$ cat config.mk
export PLATFORM = sky130hd
export DESIGN_NAME = dtc_top
export DESIGN_NICKNAME = d
export VERILOG_FILES = /design/src/logic/dtc_pkg.sv /design/src/logic/dtc_req_src.sv /design/src/logic/dtc_top.sv
export SDC_FILE = /design/constraint.sdc
export NUM_CORES = 1
export LEC_CHECK = 0
export BUFFER_PORTS_ARGS = -buffer_cell sky130_fd_sc_hd__buf_4
export CORE_MARGIN = 3
export CORE_UTILIZATION = 60
export CTS_CLUSTER_SIZE = 8
export DETAILED_ROUTE_END_ITERATION = 10
export PLACE_DENSITY = 0.81
export SYNTH_ARGS = -nofsm -noshare
export SYNTH_HDL_FRONTEND = slang
export SYNTH_SLANG_ARGS = --single-unit
$ cat constraint.sdc
create_clock -name ref_clk -period 4.7 [get_ports ref_clk]
set_input_delay 0.705 -clock ref_clk [delete_from_list [all_inputs] [get_ports ref_clk]]
set_output_delay 0.705 -clock ref_clk [all_outputs]
set_load 0.01 [all_outputs]
$ cat src/logic/dtc_pkg.sv
// Purpose: Shared constants and types of the two-channel cycle-steal transfer controller.
// Assumes: 32-bit APB register bus, 20-bit shared memory address space.
// Notes:   Each channel owns one window of six word registers.
package dtc_pkg;

    // -------------------------------------------------------------
    // Sizes
    // -------------------------------------------------------------
    localparam int NUM_CH       = 2;           // Channel count
    localparam int ADDR_W       = 20;          // 1M-byte space
    localparam int CNT_W        = 16;          // Up to 64K units
    localparam int DATA_W       = 16;          // Widest unit
    localparam int SEL_W        = 5;           // Request source select width
    localparam int NUM_PERIPH   = 20;          // Peripheral request lines

    // -------------------------------------------------------------
    // Register map: byte offsets inside a channel window
    // -------------------------------------------------------------
    localparam logic [2:0] REG_SRC    = 3'h0;  // 0x00 source pointer
    localparam logic [2:0] REG_DST    = 3'h1;  // 0x04 destination pointer
    localparam logic [2:0] REG_RELOAD = 3'h2;  // 0x08 counter reload
    localparam logic [2:0] REG_COUNT  = 3'h3;  // 0x0C working counter, read only
    localparam logic [2:0] REG_CTRL   = 3'h4;  // 0x10 control and status
    localparam logic [2:0] REG_SEL    = 3'h5;  // 0x14 request source select
    localparam int         CH_BIT     = 5;     // Address bit picking the channel window
    localparam int         MAP_TOP    = 6;     // Address bits at and above this must be zero

    // -------------------------------------------------------------
    // Control register fields
    // -------------------------------------------------------------
    localparam int CTL_EN     = 0;             // Enable
    localparam int CTL_REQ    = 1;             // Request pending, write 0 clears
    localparam int CTL_UNIT8  = 2;             // 1: byte units, 0: word units
    localparam int CTL_RPT    = 3;             // 1: repeat mode, 0: single mode
    localparam int CTL_SFWD   = 4;             // Source advances
    localparam int CTL_DFWD   = 5;             // Destination advances
    localparam int CTL_SWREQ  = 8;             // Write 1: software request

    // -------------------------------------------------------------
    // Request source select codes
    // -------------------------------------------------------------
    localparam logic [SEL_W-1:0] SEL_SOFT     = 5'h00; // Software only
    localparam logic [SEL_W-1:0] SEL_EXT_FALL = 5'h01; // Pin falling edge
    localparam logic [SEL_W-1:0] SEL_EXT_BOTH = 5'h02; // Pin both edges
    localparam logic [SEL_W-1:0] SEL_PERIPH   = 5'h03; // First peripheral line

    // -------------------------------------------------------------
    // Protected region and address steps
    // -------------------------------------------------------------
    localparam logic [ADDR_W-1:0] PROT_LO    = 20'h00020; // Own registers, first byte
    localparam logic [ADDR_W-1:0] PROT_HI    = 20'h0003F; // Own registers, last byte
    localparam logic [ADDR_W-1:0] STEP_BYTE  = 20'h00001;
    localparam logic [ADDR_W-1:0] STEP_WORD  = 20'h00002;
    localparam logic [CNT_W-1:0]  CNT_ONE    = 16'h0001;
    localparam logic [CNT_W-1:0]  CNT_ZERO   = 16'h0000;

    // Transfer sequencer states
    typedef enum logic [1:0] {
        XF_IDLE,
        XF_READ,
        XF_WRITE
    } dtc_xfer_e;

endpackage

$ cat src/logic/dtc_req_src.sv
// Purpose: Picks and shapes the transfer request of one channel.
// Assumes: Peripheral lines are one-cycle pulses on ref_clk; the pin is asynchronous.
// Notes:   Output is a one-cycle request pulse; software requests join in the parent.
`timescale 1ns/10ps
module dtc_req_src
    import dtc_pkg::*;
(
    input  wire logic                  ref_clk,
    input  wire logic                  rst_b,
    input  wire logic                  ext_pin,
    input  wire logic [NUM_PERIPH-1:0] periph_irq,
    input  wire logic [SEL_W-1:0]      sel,
    output logic                       req
);

    // -------------------------------------------------------------
    // State
    // -------------------------------------------------------------
    typedef struct packed {
        logic s1;      // First synchroniser stage
        logic s2;      // Second synchroniser stage
        logic prev;    // Last stable level, for edge detection
    } dtc_src_s;

    dtc_src_s st;      // Registered state
    dtc_src_s next_st; // Next state
    logic     fall;    // Pin fell
    logic     rise;    // Pin rose
    logic [SEL_W-1:0] pidx; // Peripheral index

    // Synchroniser and edge history; only s2 and prev feed the edge logic
    always_comb begin
        next_st      = st;
        next_st.s1   = ext_pin;
        next_st.s2   = st.s1;
        next_st.prev = st.s2;
    end

    // Request select; unknown codes give no request
    always_comb begin
        fall = st.prev & ~st.s2;
        rise = ~st.prev & st.s2;
        pidx = sel - SEL_PERIPH;
        req  = 1'b0;
        if (sel == SEL_EXT_FALL) begin
            req = fall;
        end else if (sel == SEL_EXT_BOTH) begin
            req = fall | rise;
        end else if (sel >= SEL_PERIPH && pidx < SEL_W'(NUM_PERIPH)) begin
            req = periph_irq[pidx];
        end
    end

    // Idle pin is high, so reset to high avoids a false edge
    always_ff @(posedge ref_clk) begin
        if (!rst_b) begin
            st <= '1;
        end else begin
            st <= next_st;
        end
    end

endmodule

$ cat src/logic/dtc_top.sv
// Purpose: Two-channel cycle-steal transfer controller with APB registers.
// Assumes: Shared bus slave answers with mem_ack; CPU pauses while cpu_hold is high.
// Notes:   One unit per request; read phase then write phase on the shared bus.
`timescale 1ns/10ps

module dtc_top
    import dtc_pkg::*;
(
    input  wire logic                  ref_clk,
    input  wire logic                  rst_b,
    // APB slave
    input  wire logic                  psel,
    input  wire logic                  penable,
    input  wire logic                  pwrite,
    input  wire logic [31:0]           paddr,
    input  wire logic [31:0]           pwdata,
    output logic [31:0]                prdata,
    output logic                       pready,
    output logic                       pslverr,
    // Request sources
    input  wire logic                  ext_edge_in_a,
    input  wire logic                  ext_edge_in_b,
    input  wire logic [NUM_PERIPH-1:0] periph_irq,
    // Shared bus master
    output logic                       cpu_hold,
    output logic                       mem_req,
    output logic                       mem_we,
    output logic                       mem_size16,
    output logic [ADDR_W-1:0]          mem_addr,
    output logic [DATA_W-1:0]          mem_wdata,
    input  wire logic [DATA_W-1:0]     mem_rdata,
    input  wire logic                  mem_ack,
    // Underflow events
    output logic [NUM_CH-1:0]          dma_irq
);

    // -------------------------------------------------------------
    // State
    // -------------------------------------------------------------
    typedef struct packed {
        dtc_xfer_e                     fsm;    // Sequencer state
        logic                          ch;     // Channel being served
        logic [NUM_CH-1:0]             en;     // Enable bits
        logic [NUM_CH-1:0]             req;    // Sticky request bits
        logic [NUM_CH-1:0]             fresh;  // Next transfer reloads
        logic [NUM_CH-1:0]             unit8;  // Byte units
        logic [NUM_CH-1:0]             rpt;    // Repeat mode
        logic [NUM_CH-1:0]             sfwd;   // Source forward
        logic [NUM_CH-1:0]             dfwd;   // Destination forward
        logic [NUM_CH-1:0][ADDR_W-1:0] sptr;   // Source pointer register
        logic [NUM_CH-1:0][ADDR_W-1:0] dptr;   // Destination pointer register
        logic [NUM_CH-1:0][ADDR_W-1:0] wptr;   // Working forward pointer
        logic [NUM_CH-1:0][CNT_W-1:0]  rld;    // Counter reload
        logic [NUM_CH-1:0][CNT_W-1:0]  cnt;    // Working counter
        logic [NUM_CH-1:0][SEL_W-1:0]  sel;    // Request source select
        logic [ADDR_W-1:0]             xdst;   // Destination of current unit
        logic [ADDR_W-1:0]             maddr;  // Bus address
        logic [DATA_W-1:0]             mwdata; // Bus write data
        logic                          mwe;    // Bus direction
        logic [31:0]                   rdata;  // APB read data
        logic                          err;    // APB error
        logic [NUM_CH-1:0]             irq;    // Underflow pulse
    } dtc_state_s;

    dtc_state_s        st;      // Registered state
    dtc_state_s        next_st; // Next state
    logic [NUM_CH-1:0] src_req; // Hardware request pulses
    logic [NUM_CH-1:0] elig;    // Enabled and pending
    logic [NUM_CH-1:0] uflow;   // Underflow this cycle
    logic [NUM_CH-1:0] ext_pin; // Per-channel pin

    // -------------------------------------------------------------
    // Helpers
    // -------------------------------------------------------------
    // Register window address check, used for read and write
    function automatic logic dec_ok(input logic [31:0] a);
        return (a[31:MAP_TOP] == '0) && (a[4:2] <= REG_SEL);
    endfunction

    // Shared-bus address falls inside our own registers
    function automatic logic blocked(input logic [ADDR_W-1:0] a);
        return (a >= PROT_LO) && (a <= PROT_HI);
    endfunction

    // -------------------------------------------------------------
    // Request sources, one per channel
    // -------------------------------------------------------------
    assign ext_pin = {ext_edge_in_b, ext_edge_in_a}; // Channel one owns the second pin
    genvar gi;
    generate
        for (gi = 0; gi < NUM_CH; gi++) begin : g_src
            dtc_req_src u_src (
                .ref_clk    (ref_clk),
                .rst_b      (rst_b),
                .ext_pin    (ext_pin[gi]),
                .periph_irq (periph_irq),
                .sel        (st.sel[gi]),
                .req        (src_req[gi])
            );
        end
    endgenerate

    // -------------------------------------------------------------
    // Outputs
    // -------------------------------------------------------------
    // Suppressed strobes keep our own region out of reach
    always_comb begin
        elig       = st.en & st.req;
        mem_req    = (st.fsm != XF_IDLE) && !blocked(st.maddr);
        mem_we     = st.mwe;
        mem_size16 = !st.unit8[st.ch];
        mem_addr   = st.maddr;
        mem_wdata  = st.mwdata;
        cpu_hold   = (st.fsm != XF_IDLE);
        prdata     = st.rdata;
        pready     = 1'b1;
        pslverr    = st.err;
        dma_irq    = st.irq;
        for (int i = 0; i < NUM_CH; i++) begin
            uflow[i] = (st.fsm == XF_WRITE) && (st.ch == 1'(i)) &&
                       (mem_ack || blocked(st.maddr)) && (st.cnt[i] == CNT_ZERO);
        end
    end

    // -------------------------------------------------------------
    // Next state: sequencer, then software, then hardware request set
    // -------------------------------------------------------------
    always_comb begin
        logic              c;
        logic [2:0]        r;
        logic [ADDR_W-1:0] base;
        logic [ADDR_W-1:0] xsrc;
        logic [NUM_CH-1:0] sw_trig;
        c       = 1'b0;
        r       = paddr[4:2];
        base    = '0;
        xsrc    = '0;
        sw_trig = '0;
        next_st     = st;
        next_st.irq = '0;

        // Transfer sequencer
        case (st.fsm)
            XF_IDLE: begin
                if (elig != '0) begin
                    c = elig[0] ? 1'b0 : 1'b1;
                    next_st.ch     = c;
                    next_st.req[c] = 1'b0;
                    if (st.fresh[c]) begin
                        base              = st.sfwd[c] ? st.sptr[c] : st.dptr[c];
                        next_st.cnt[c]    = st.rld[c];
                        next_st.fresh[c]  = 1'b0;
                    end else begin
                        base = st.wptr[c];
                    end
                    next_st.wptr[c] = base;
                    xsrc            = st.sfwd[c] ? base : st.sptr[c];
                    next_st.xdst    = st.dfwd[c] ? base : st.dptr[c];
                    next_st.maddr   = xsrc;
                    next_st.mwe     = 1'b0;
                    next_st.fsm     = XF_READ;
                end
            end
            XF_READ: begin
                // A blocked read moves zero instead of touching the region
                if (mem_ack || blocked(st.maddr)) begin
                    next_st.mwdata = blocked(st.maddr) ? '0 : mem_rdata;
                    next_st.maddr  = st.xdst;
                    next_st.mwe    = 1'b1;
                    next_st.fsm    = XF_WRITE;
                end
            end
            XF_WRITE: begin
                if (mem_ack || blocked(st.maddr)) begin
                    c = st.ch;
                    next_st.wptr[c] = st.wptr[c] + (st.unit8[c] ? STEP_BYTE : STEP_WORD);
                    if (uflow[c]) begin
                        next_st.irq[c] = 1'b1;
                        if (st.rpt[c]) begin
                            next_st.cnt[c] = st.rld[c];
                        end else begin
                            next_st.en[c] = 1'b0;
                        end
                    end else begin
                        next_st.cnt[c] = st.cnt[c] - CNT_ONE;
                    end
                    next_st.mwe = 1'b0;
                    next_st.fsm = XF_IDLE;
                end
            end
            default: begin
                next_st.fsm = XF_IDLE;
            end
        endcase

        // APB setup phase: capture read data and error
        if (psel && !penable) begin
            c             = paddr[CH_BIT];
            next_st.err   = !dec_ok(paddr);
            next_st.rdata = '0;
            if (!dec_ok(paddr)) begin
                next_st.rdata = '0;
            end else if (r == REG_SRC) begin
                next_st.rdata[ADDR_W-1:0] = (st.en[c] && st.sfwd[c]) ? st.wptr[c]
                                                                      : st.sptr[c];
            end else if (r == REG_DST) begin
                next_st.rdata[ADDR_W-1:0] = (st.en[c] && st.dfwd[c]) ? st.wptr[c]
                                                                      : st.dptr[c];
            end else if (r == REG_RELOAD) begin
                next_st.rdata[CNT_W-1:0] = st.rld[c];
            end else if (r == REG_COUNT) begin
                next_st.rdata[CNT_W-1:0] = st.cnt[c];
            end else if (r == REG_CTRL) begin
                next_st.rdata[CTL_EN]    = st.en[c];
                next_st.rdata[CTL_REQ]   = st.req[c];
                next_st.rdata[CTL_UNIT8] = st.unit8[c];
                next_st.rdata[CTL_RPT]   = st.rpt[c];
                next_st.rdata[CTL_SFWD]  = st.sfwd[c];
                next_st.rdata[CTL_DFWD]  = st.dfwd[c];
            end else begin
                next_st.rdata[SEL_W-1:0] = st.sel[c];
            end
        end

        // APB access phase: writes take effect here, after the sequencer
        if (psel && penable && pwrite && dec_ok(paddr)) begin
            c = paddr[CH_BIT];
            if (r == REG_SRC) begin
                if (st.sfwd[c] || !st.en[c]) begin
                    next_st.sptr[c] = pwdata[ADDR_W-1:0];
                end
            end else if (r == REG_DST) begin
                if (st.dfwd[c] || !st.en[c]) begin
                    next_st.dptr[c] = pwdata[ADDR_W-1:0];
                end
            end else if (r == REG_RELOAD) begin
                next_st.rld[c] = pwdata[CNT_W-1:0];
            end else if (r == REG_CTRL) begin
                next_st.en[c]    = pwdata[CTL_EN];
                next_st.fresh[c] = pwdata[CTL_EN] | st.fresh[c];
                if (!pwdata[CTL_REQ]) begin
                    next_st.req[c] = 1'b0;
                end
                next_st.unit8[c] = pwdata[CTL_UNIT8];
                next_st.rpt[c]   = pwdata[CTL_RPT];
                next_st.sfwd[c]  = pwdata[CTL_SFWD];
                next_st.dfwd[c]  = pwdata[CTL_DFWD] & ~pwdata[CTL_SFWD];
                sw_trig[c]       = pwdata[CTL_SWREQ];
            end else if (r == REG_SEL) begin
                next_st.sel[c] = pwdata[SEL_W-1:0];
            end
        end

        // Requests set last so a new one beats any clear; repeats merge
        for (int i = 0; i < NUM_CH; i++) begin
            if (src_req[i] || sw_trig[i]) begin
                next_st.req[i] = 1'b1;
            end
        end
    end

    // Register the whole state
    always_ff @(posedge ref_clk) begin
        if (!rst_b) begin
            st <= '0;
        end else begin
            st <= next_st;
        end
    end

    // -------------------------------------------------------------
    // Checks
    // -------------------------------------------------------------
    chk_cpu_hold: assert property (@(posedge ref_clk) disable iff (!rst_b)
        mem_req |-> cpu_hold)
        else $error("bus used without holding the CPU");

    chk_ch0_first: assert property (@(posedge ref_clk) disable iff (!rst_b)
        (st.fsm == XF_IDLE && elig == 2'b11) |=> (st.ch == 1'b0 && st.fsm == XF_READ))
        else $error("channel one served before channel zero");

    chk_region_block: assert property (@(posedge ref_clk) disable iff (!rst_b)
        mem_req |-> !(mem_addr >= PROT_LO && mem_addr <= PROT_HI))
        else $error("transfer touched own register region");

    chk_single_stop: assert property (@(posedge ref_clk) disable iff (!rst_b)
        (uflow[0] && !st.rpt[0] && !(psel && penable && pwrite)) |=> !st.en[0])
        else $error("single mode left channel enabled");

    chk_repeat_reload: assert property (@(posedge ref_clk) disable iff (!rst_b)
        (uflow[1] && st.rpt[1] && !(psel && penable && pwrite))
        |=> (st.cnt[1] == $past(st.rld[1]) && st.en[1] == $past(st.en[1])))
        else $error("repeat mode did not reload the counter");

    chk_irq_uflow: assert property (@(posedge ref_clk) disable iff (!rst_b)
        uflow[0] |=> dma_irq[0] ##1 !dma_irq[0])
        else $error("underflow interrupt pulse missing or long");

    chk_idle_off: assert property (@(posedge ref_clk) disable iff (!rst_b)
        (st.fsm == XF_IDLE && st.en == '0) |=> st.fsm == XF_IDLE)
        else $error("disabled channel started a transfer");

    chk_no_dual_fwd: assert property (@(posedge ref_clk) disable iff (!rst_b)
        (st.sfwd & st.dfwd) == '0)
        else $error("both sides forward");

    chk_unit_size: assert property (@(posedge ref_clk) disable iff (!rst_b)
        (st.fsm == XF_READ) |-> (mem_size16 == !st.unit8[st.ch] && !mem_we))
        else $error("wrong unit size or direction in read phase");

    chk_count_step: assert property (@(posedge ref_clk) disable iff (!rst_b)
        (st.fsm == XF_WRITE && mem_ack && st.cnt[st.ch] != CNT_ZERO && !psel)
        |=> st.cnt[$past(st.ch)] == $past(st.cnt[st.ch]) - CNT_ONE)
        else $error("counter did not step down by one");

    chk_req_clear: assert property (@(posedge ref_clk) disable iff (!rst_b)
        (st.fsm == XF_IDLE && elig[0] && !src_req[0] && !psel) |=> !st.req[0])
        else $error("request bit not cleared at transfer start");

endmodule

==> results.md, run 1 <==
Run status:
- The flow ran to the end, and the final reports show no timing, DRC or antenna violations.

Power and ir drop:
- The peak supply drop is 0.290 mV.
- The static leakage is a little over 0.007 uW.
- The overall power is roughly 5500 uW.
- Power spread over the standard cell area amounts to around 280 mW/mm2.

Logic synthesis:
- The synthesized netlist devotes 25.4% of its cell area to compound gates.
- The synthesized netlist occupies a cell area of approximately 0.018 mm2.
- The proportion of synthesized chip area in sequential cells is between 30% and 40%.
- The register bit count reported by yosys is between 200 and 300.
- In the synthesized netlist the async set-or-reset flop fraction comes to 0%.
- The number of enable-type register cells in the synthesized netlist is 0.
- The average instance in the mapped netlist occupies roughly 8.2 um2.
- The post-synthesis share of cell area spent on full adders, half adders and majority gates is less than 1%.
- Measured against the total synthesized area, the mux share comes to 11.9%.
- During synthesis, Yosys emitted a total of 0 warnings.
- The synthesized instance count is between 2000 and 2500.
- The distinct cell type count after synthesis is roughly 90.
- The main combinational cell family by area after synthesis is compound AO/OA/AOI/OAI gates.
- The area share of and/or/nand/nor cells after synthesis is about a fifth.
- The most used flip-flop cell after synthesis is dfxtp_1.
- Summing the areas of all xor and xnor instances in the mapped netlist gives 1.26% of the synthesized area.

Timing:
- Setup repair after global routing left no endpoint under its margin.
- After routing, the total negative slack on setup checks comes to 0 ns.
- The highest clock frequency the design can meet is roughly 0.29 GHz.
- The worst path in the final design needs a cycle of ~3.5 ns, including I/O delays and setup.
- The tightest hold margin is between 0.3 and 0.4 ns.
- The final critical path takes up 74.3% of the cycle.
- Setup slack on the critical path of the routed design comes to roughly 1.2 ns.
- For the final database, setup skew stands at about 0.021 ns.
- The number of hold violations in the final report is 0.
- The max-slew violation count is 0.
- For the pin with the worst max-slew slack, the measured transition is approximately 1.2 ns.
- The total setup violations reported at the end of the flow is 0.
- The worst slew margin relative to its limit is ~17%.

GRT:
- The first global-routing pass estimated slightly below 100000 um of wire.
- The total global routing overflow is 0.
- Global routing used 37.2% of the available tracks across all layers.
- The via count of the first global-routing pass came to roughly 17000.
- The largest net degree at the start of global routing is ~140.
- The initial antenna violation count was 0.

Layout:
- The most common library cell in the layout ignoring fill and taps is nand2_1.
- The net count of the finished layout is ~2300.
- Relative to the synthesized area, the layout overhead comes to 10.0%.
- The total inserted antenna cells is 0.
- In the layout the commonest cells are nand2_1, dfxtp_1, a21oi_1.
- The finished layout holds between 2000 and 3000 standard cells, fillers aside.
- Cells with a size suffix above 1 make up ~17% of the layout.

Detailed routing:
- The detailed router finished its first iteration with 2801 violations.
- The final routed wire length divided by cell count is between 20 and 25 um.
- The detailed-route vias per instance is 7.08.
- The number of vias after detailed routing is 18400.
- The detailed-route DRC error count is 0.
- The number of iterations in the first detailed-routing pass is 7.
- The count of nets left with antenna violations once routing finished came out at 0.
- After detailed routing, the total wire length is about 63000 um.

Clocking:
- The latest clock arrival within the worst-skew pair is around 0.54 ns.
- Post-CTS repair changed the size of 0 cells.
- TritonCTS built the clock tree.
- The number of buffers inserted to repair setup after CTS is 0.
- After clock tree synthesis, the clock-pin slew on the worst setup and hold paths is 0.05 ns.
- For this design, the CTS-stage hold fixing added 0 buffers.
- The tree built by TritonCTS fans out to 297 sinks.
- The maximum buffer depth of the clock tree is 3.
- In this run the clock root is driven by a clkbuf_16.
- In this run the number of H-tree levels came out at 2.
- The CTS buffer count is between 40 and 50.

Setup path:
- The data required time of the worst path is between 5 and 6 ns.
- The worst setup path is launched from a flop.
- The category of the most critical setup path is flop to flop.
- Among all stages on the critical path, the largest delay is contributed by dfxtp_2.
- The worst setup path is captured at a flop.
- The largest single stage delay on the critical path is approximately 0.90 ns.
- Walking the worst path, the cells encountered are mux2_2 > inv_1 > ha_1 > a21oi_1 > a211oi_4 > nand2_1 > or4_4 > o31a_1 > o211ai_1.
- The startpoint identified for the worst register-to-register timing path is st[300].
- The register-to-register setup slack is between 1 and 1.5 ns.
- The end of the critical path is st[185].
- The maximum fanout count along the critical path is 32.
- The start point of the critical path is st[300].
- The terminus of the critical flop-to-flop path is st[185].
- Counting cells, the worst reg-to-reg path comes to 9.
- The signal arrival time at the worst endpoint is 3.94 ns.

Job:
- Max-cap violations in this run came to 0.

Floorplanning:
- For this configuration, the core starts out at a cell density of 61.9%.
- From bottom edge to top edge, the die measures ~180 um.
- After floorplanning, the core was sized to cover ~0.03 mm2.
- The die extent in x is 179 um.
- The total I/O pin count is around 180.
- The number of standard-cell rows in the floorplan is 62.
- The die covers about 0.032 mm2.

Place:
- The number of placed instances, taps included, is approximately 2500.
- The congestion estimate from routability-driven global placement came to approximately 1.
- The setup slack after placement is 0.972 ns.
- The number of buffers inserted by port buffering is roughly 160.
- The half-perimeter wire length after placement is about 42000 um.

Min path:
- The worst hold path belongs to the class primary input to flop.
## sequential cells by signal, indices dropped and copies added (netlist names)
| signal | count |
|---|---|
| pslverr | 1 |
| prdata | 20 |
| st | 231 |
| dma_irq | 2 |
| mem_addr | 20 |
| g_src.u_src.st | 2 |
| g_src.u_src.next_st | 4 |
| mem_wdata | 16 |
| mem_we | 1 |
## logic make-up after synthesis
kind of cell | count (synthesis)
and+or+nand+nor | 766
AOI/OAI and AO/OA | 681
DFF | 297
buffers and inverters | 291
muxes | 137
xor gates and xnor gates | 26
adders and majority gates | 12
other | 2
## per-stage QoR
| step | utilization, % | area, um2 |
|---|---|---|
| floorplan | - | 18100 |
| global route | 68.0 | 19800 |
| detailed placement | 64.1 | 18700 |
| global placement | 64.1 | 18700 |
| CTS | 68.0 | 19800 |
| finish | 68.0 | 19800 |
## critical path: cells and delay by family, from the launching register on
kind | cells | cell delay [ns]
buf+inv | 1 | 0.13
mux | 1 | 0.47
flops | 1 | 0.90
compound gates | 4 | 0.98
simple gates | 2 | 0.78
fa+ha+maj | 1 | 0.15
## cells in the mapped netlist (all sizes together), types with 30 or more instances
cell type  number  area, um2
o211ai         36        285
nor2          148        556
nor3           42        210
mux4           59       1330
clkbuf        134        544
dfxtp         297       5950
a21oi         260       1310
mux2i          65        663
o21ai          65        325
buf           129        860
nand2         357       1350
a22oi          30        225
a211oi         51        395
nand3          85        425
## worst min-delay path by stage
stage,startpoint,end,slack (ns),cells after the start
after detailed placement,g_src[1].u_src.next_st[1],g_src[1].u_src.next_st[0],0.41,1
after global routing,ext_edge_in_b,g_src[1].u_src.next_st[1],0.38,2
final,ext_edge_in_a,g_src[0].u_src.next_st[1],0.37,2
after global placement,g_src[0].u_src.next_st[1],g_src[0].u_src.next_st[0],0.41,1
after CTS,ext_edge_in_a,g_src[0].u_src.next_st[1],0.37,2
after floorplan,g_src[0].u_src.next_st[1],g_src[0].u_src.next_st[0],0.39,1
## area by class of cell
class / count / area (um2)
tap: 384 / 480
multi-input combinational: 1635 / 10700
inverter: 28 / 110
timing repair buffer: 199 / 1510
fill: 2379 / 9320
clock inverter: 3 / 33.8
clock buffer: 45 / 1100
sequential: 297 / 5950
## power breakdown
group	leakage (uW)	internal [uW]	switching (uW)
clock network	0.000559	1640	1120
logic	0.00412	86.1	158
registers	0.00239	2520	1.09
total	0.00708	4250	1280
## layer usage
metal	vias to the layer above	share of wire (%)	global-route usage (%)
met4	0	7.6	22.6
li1	7990	-	-
met2	1493	43	56.0
met5	-	0	0
met1	8515	37	48.9
met3	356	13	8.23
No activity file was read; power rests on OpenSTA's default activity.
==> run 2: changes to the inputs <==
--- a/config.mk
+++ b/config.mk
@@ -5,12 +5,13 @@
 export SDC_FILE = /design/constraint.sdc
 export NUM_CORES = 1
 export LEC_CHECK = 0
+export ABC_AREA = 1
 export BUFFER_PORTS_ARGS = -buffer_cell sky130_fd_sc_hd__buf_4
 export CORE_MARGIN = 3
-export CORE_UTILIZATION = 60
+export CORE_UTILIZATION = 55
 export CTS_CLUSTER_SIZE = 8
 export DETAILED_ROUTE_END_ITERATION = 10
-export PLACE_DENSITY = 0.81
+export PLACE_DENSITY = 0.78
 export SYNTH_ARGS = -nofsm -noshare
 export SYNTH_HDL_FRONTEND = slang
 export SYNTH_SLANG_ARGS = --single-unit
==> constraint.sdc (replaced) <==
create_clock -name ref_clk -period 3.2 [get_ports ref_clk]
set_input_delay 0.48 -clock ref_clk [delete_from_list [all_inputs] [get_ports ref_clk]]
set_output_delay 0.48 -clock ref_clk [all_outputs]
set_load 0.01 [all_outputs]
==> run 2 against run 1 <==
Routed wire length rose by 12%. Sequential share of layout area is 1.6 points lower. Combinational power grew 95%. Global-route usage grew 0.35 points. Non-clock buffer count is 28 higher. Die area is 14% higher. Sequential power grew 47%. Utilization decreased by 5.7 points. Critical path depth is 1 higher. Largest power group unchanged.
==> results.md, run 2 <==
Run status:
- Outcome: finished, final reports clean (unchanged).

Logic synthesis:
- The distinct cell type count after synthesis is 46 (was 88).
- The total number of yosys warnings was 0 (unchanged).
- The post-synthesis share of cell area spent on full adders, half adders and majority gates is 0.835% (was 0.874%).
- The share of the synthesized area in compound gates (AO/OA/AOI/OAI) is 20.4% (was 25.4%).
- The register bit count reported by yosys is 297 (unchanged).
- The portion of synthesized cell area occupied by the leading cell type came to 31.5% (was 33.0%).
- The main combinational cell family by area after synthesis is simple AND/OR/NAND/NOR gates (was compound AO/OA/AOI/OAI gates).
- The most frequently used cell type in the post-synthesis netlist was nand2_1 (unchanged).
- The proportion of synthesized chip area in sequential cells is 31.5% (was 33.0%).
- The area share of xor/xnor cells in the synthesized design is 0.511% (was 1.26%).
- The library cell with the largest summed area after synthesis is dfxtp_1 (unchanged).
- Top cell types by occurrence after synthesis: nand2_1, nor2_1, o21ai_0 (was nand2_1, dfxtp_1, a21oi_1).
- The number of enable-type register cells in the synthesized netlist is 0 (unchanged).
- The synthesized instance count is 3144 (was 2212).
- The area share of and/or/nand/nor cells after synthesis is 33.5% (was 19.2%).
- The portion of netlist area occupied by mux cells is 0% (was 11.9%).
- The async set-reset flop share out of synthesis is 0% (unchanged).
- The most used flip-flop cell after synthesis is dfxtp_1 (unchanged).
- The mapped cell area was 0.0189 mm2 (was 0.0180 mm2).
- Ranking of synthesized cells by area: dfxtp_1, nand2_1, o21ai_0, nor2_1, a21oi_1 (was dfxtp_1, nand2_1, mux4_2, a21oi_1, mux2i_1).
- The mean area per synthesized cell is 6.00 um2 (was 8.16 um2).

Setup path:
- The cell depth of the worst flop-to-flop path is 10 (was 9).
- The signal arrival time at the worst endpoint is 3.41 ns (was 3.94 ns).
- The largest delay contributor family on the critical path is buffers and inverters (was compound AO/OA/AOI/OAI gates).
- The highest-delay cell along the critical path is inv_1 (was dfxtp_2).
- The capturing element type of the critical path is a flop (unchanged).
- The category of the most critical setup path is flop to flop (unchanged).
- The register-to-register setup slack is 0.26 ns (was 1.21 ns).
- The data required time of the worst path is 3.67 ns (was 5.15 ns).
- The count of buffer and inverter cells on the critical path is 3 (was 1).
- The terminus of the critical flop-to-flop path was st[187] (was st[185]).
- The start point of the critical path is st[296] (was st[300]).
- Ordered list of cells on the worst path: nand2_2 > buf_4 > nand2_1 > o21ai_0 > inv_1 > nand2_1 > nor2_2 > inv_1 > o21ai_0 > a21oi_1 (was mux2_2 > inv_1 > ha_1 > a21oi_1 > a211oi_4 > nand2_1 > or4_4 > o31a_1 > o211ai_1).
- The launch point of the worst reg-to-reg path is st[296] (was st[300]).
- The nature of the critical path startpoint was a flop (unchanged).
- The biggest cell delay along the critical path is 0.65 ns (was 0.90 ns).
- The maximum fanout count along the critical path is 25 (was 32).

Floorplanning:
- The full die area is 0.0366 mm2 (was 0.0322 mm2).
- The height of the chip is 191 um (was 179 um).
- The number of standard-cell rows in the floorplan is 67 (was 62).
- The die extent in x came to 191 um (was 179 um).
- The effective utilization at floorplan was 56.0% (was 61.9%).
- The core region area is 0.0337 mm2 (was 0.0292 mm2).
- The total I/O pin count is 184 (unchanged).

Timing:
- The final period demand of the worst path is 2.94 ns (was 3.49 ns).
- The total setup violations reported at the end of the flow is 0 (unchanged).
- The highest clock frequency the design can meet is 0.340 GHz (was 0.286 GHz).
- The final cycle utilization of the critical path was 91.9% (was 74.3%).
- Unrepaired setup endpoints after global routing: no (unchanged).
- The worst setup skew after layout is 0.0161 ns (was 0.0215 ns).
- The slew of the pin with the lowest slew margin is 1.03 ns (was 1.23 ns).
- The max-slew violation count came to 0 (unchanged).
- The aggregate negative setup slack is 0 ns (unchanged).
- The worst slew margin relative to its limit is 30.9% (was 17.4%).
- The number of hold violations in the final report is 0 (unchanged).

Place:
- The global placement routability congestion is 1.00 (about the same).
- The standard cell area after detailed placement came to 0.0199 mm2 (was 0.0187 mm2).
- The half-perimeter wire length after placement is 50200 um (was 42100 um).
- The number of buffers inserted by port buffering is 156 (unchanged).

Clocking:
- The number of H-tree branching levels was 2 (unchanged).
- The post-cts sizing count is 0 (unchanged).
- The total clock sinks was 297 (unchanged).
- The TritonCTS clock tree is yes (unchanged).
- The clock-pin slew on the worst setup and hold paths is 0.05 ns (about the same).
- The CTS buffer count is 43 (unchanged).
- The number of hold-repair buffers added at the cts stage is 0 (unchanged).
- The clock tree root driver cell was clkbuf_16 (unchanged).
- The number of buffers inserted to repair setup after CTS was 0 (unchanged).
- The maximum buffer depth of the clock tree came to 3 (unchanged).
- The latest clock arrival within the worst-skew pair was 0.55 ns (was 0.54 ns).

GRT:
- The global-route usage over all layers is 37.5% (was 37.2%).
- The initial antenna violation count is 0 (unchanged).
- The first-pass GRT wire length is 107000 um (was 97700 um).
- The via count of the first global-routing pass is 18900 (was 17500).
- The total global routing overflow is 0 (unchanged).
- The largest net degree at the start of global routing came to 141 (was 142).

Layout:
- The final standard cell area without fillers is 0.0210 mm2 (was 0.0198 mm2).
- The filler cell count in the final layout is 3294 (was 2379).
- Most used cells in the layout excluding fill and tap cells: nand2_1, nor2_1, o21ai_0 (was nand2_1, dfxtp_1, a21oi_1).
- The area added between synthesis and finish came to 11.3% (was 10.0%).
- The net count of the finished layout is 3291 (was 2324).
- The most common library cell in the layout ignoring fill and taps is nand2_1 (unchanged).
- The number of flip-flops under the largest register name came to 231 (unchanged).
- The total inserted antenna cells is 0 (unchanged).
- The ratio of cells with drive above 1 in the final layout was 9.96% (was 17.3%).
- The register with the most flip-flops is st (unchanged).

Power and ir drop:
- The peak supply drop is 0.438 mV (was 0.290 mV).
- The power density over cell area is 393 mW/mm2 (was 279 mW/mm2).
- The static leakage is 0.00968 uW (was 0.00708 uW).

Detailed routing:
- The number of nets still failing antenna checks after routing was 0 (unchanged).
- The detailed-route DRC error count is 0 (unchanged).
- The number of iterations in the first detailed-routing pass is 10 (was 7).
- The final routed wire length divided by cell count is 19.6 um (was 24.5 um).
- The violation count after the first detailed-routing iteration is 2862 (was 2801).
- The number of vias after detailed routing came to 21300 (was 18400).
- The final wirelength is 71100 um (was 63500 um).
- The detailed-route vias per instance is 5.88 (was 7.08).

Min path:
- The type of the tightest min-delay check is primary input to flop (unchanged).
- The worst-case hold path end point is g_src[0].u_src.next_st[1] (unchanged).
- The hold path startpoint was ext_edge_in_a (unchanged).
- The worst hold path cell count is 2 (unchanged).

Job:
- The number of maximum-capacitance constraint violations is 0 (unchanged).
==> run 2: changes by cell type in the layout (fill, tap and decap cells not counted), moves of 40 or more <==
cell,change
a211oi_1,-49
inv_1,+269
mux2i_1,-64
mux4_2,-59
nand2_1,+545
nand3_1,+121
nor2_1,+214
o211ai_1,+40
o21ai_0,+273
==> run 2: worst reg2reg max path: cells and delay by family (launching register included) <==
kind,cells,cell delay (ns)
simple gates,4,0.85
flops,1,0.33
buf+inv,3,1.11
compound gates,3,0.57
==> run 2: worst max-delay path by stage <==
stage                          to  slack (ns)  cells after the start
after detailed placement  st[168]        0.36                     10
after floorplan           st[199]        0.66                     15
final                     st[187]        0.26                     10
after global routing      st[189]       0.008                     10
after CTS                 st[168]        0.37                     10
after global placement    st[168]        0.48                     10
==> run 2: stage by stage <==
stage / instances / hold WS, ns / utilization [%] / setup slack [ns] / total power, uW
3_3_place_gp: 3574 / 0.394 / 59.0 / 0.478 / 4240
3_5_place_dp: 3574 / 0.404 / 59.0 / 0.363 / 4240
5_1_grt: 3622 / 0.126 / 62.3 / 0.00791 / 8440
2_1_floorplan: 3155 / 0.393 / - / 0.657 / 4030
6_report: 3622 / 0.120 / 62.3 / 0.258 / 8260
4_1_cts: 3622 / 0.109 / 62.3 / 0.373 / 8250
==> run 2: metal layers <==
layer  up-vias  global-route usage (%)  share of wire, %
met5         -                    1.92              0.13
met4         2                    15.7               4.7
met3       210                    9.08                13
met2      1319                    53.8                41
met1      9685                    53.4                41
li1      10100                       -                 -
==> run 2: cell families after synthesis <==
family | after synthesis
buffers and inverters | 563
adder cells (fa/ha/maj) | 12
XOR/XNOR | 11
AO/OA/AOI/OAI | 713
flip-flops | 297
AND/OR/NAND/NOR | 1546
other | 2
==> run 2: layout make-up <==
cell class / count / area, um2 / area share [%]
clock buffer: 44 / 1080 / 5.14
clock inverter: 4 / 38.8 / 0.185
inverter: 307 / 1150 / 5.49
multi-input combinational: 2295 / 10500 / 49.9
sequential: 297 / 5950 / 28.3
tap: 448 / 561 / 2.67
timing repair buffer: 227 / 1750 / 8.31
==> run 2: power by group <==
part	internal (uW)	leakage (uW)	switching, uW
Clock	2370	0.000553	1700
Combinational	155	0.00673	321
Sequential	3710	0.00239	1.12
Total	6230	0.00968	2020
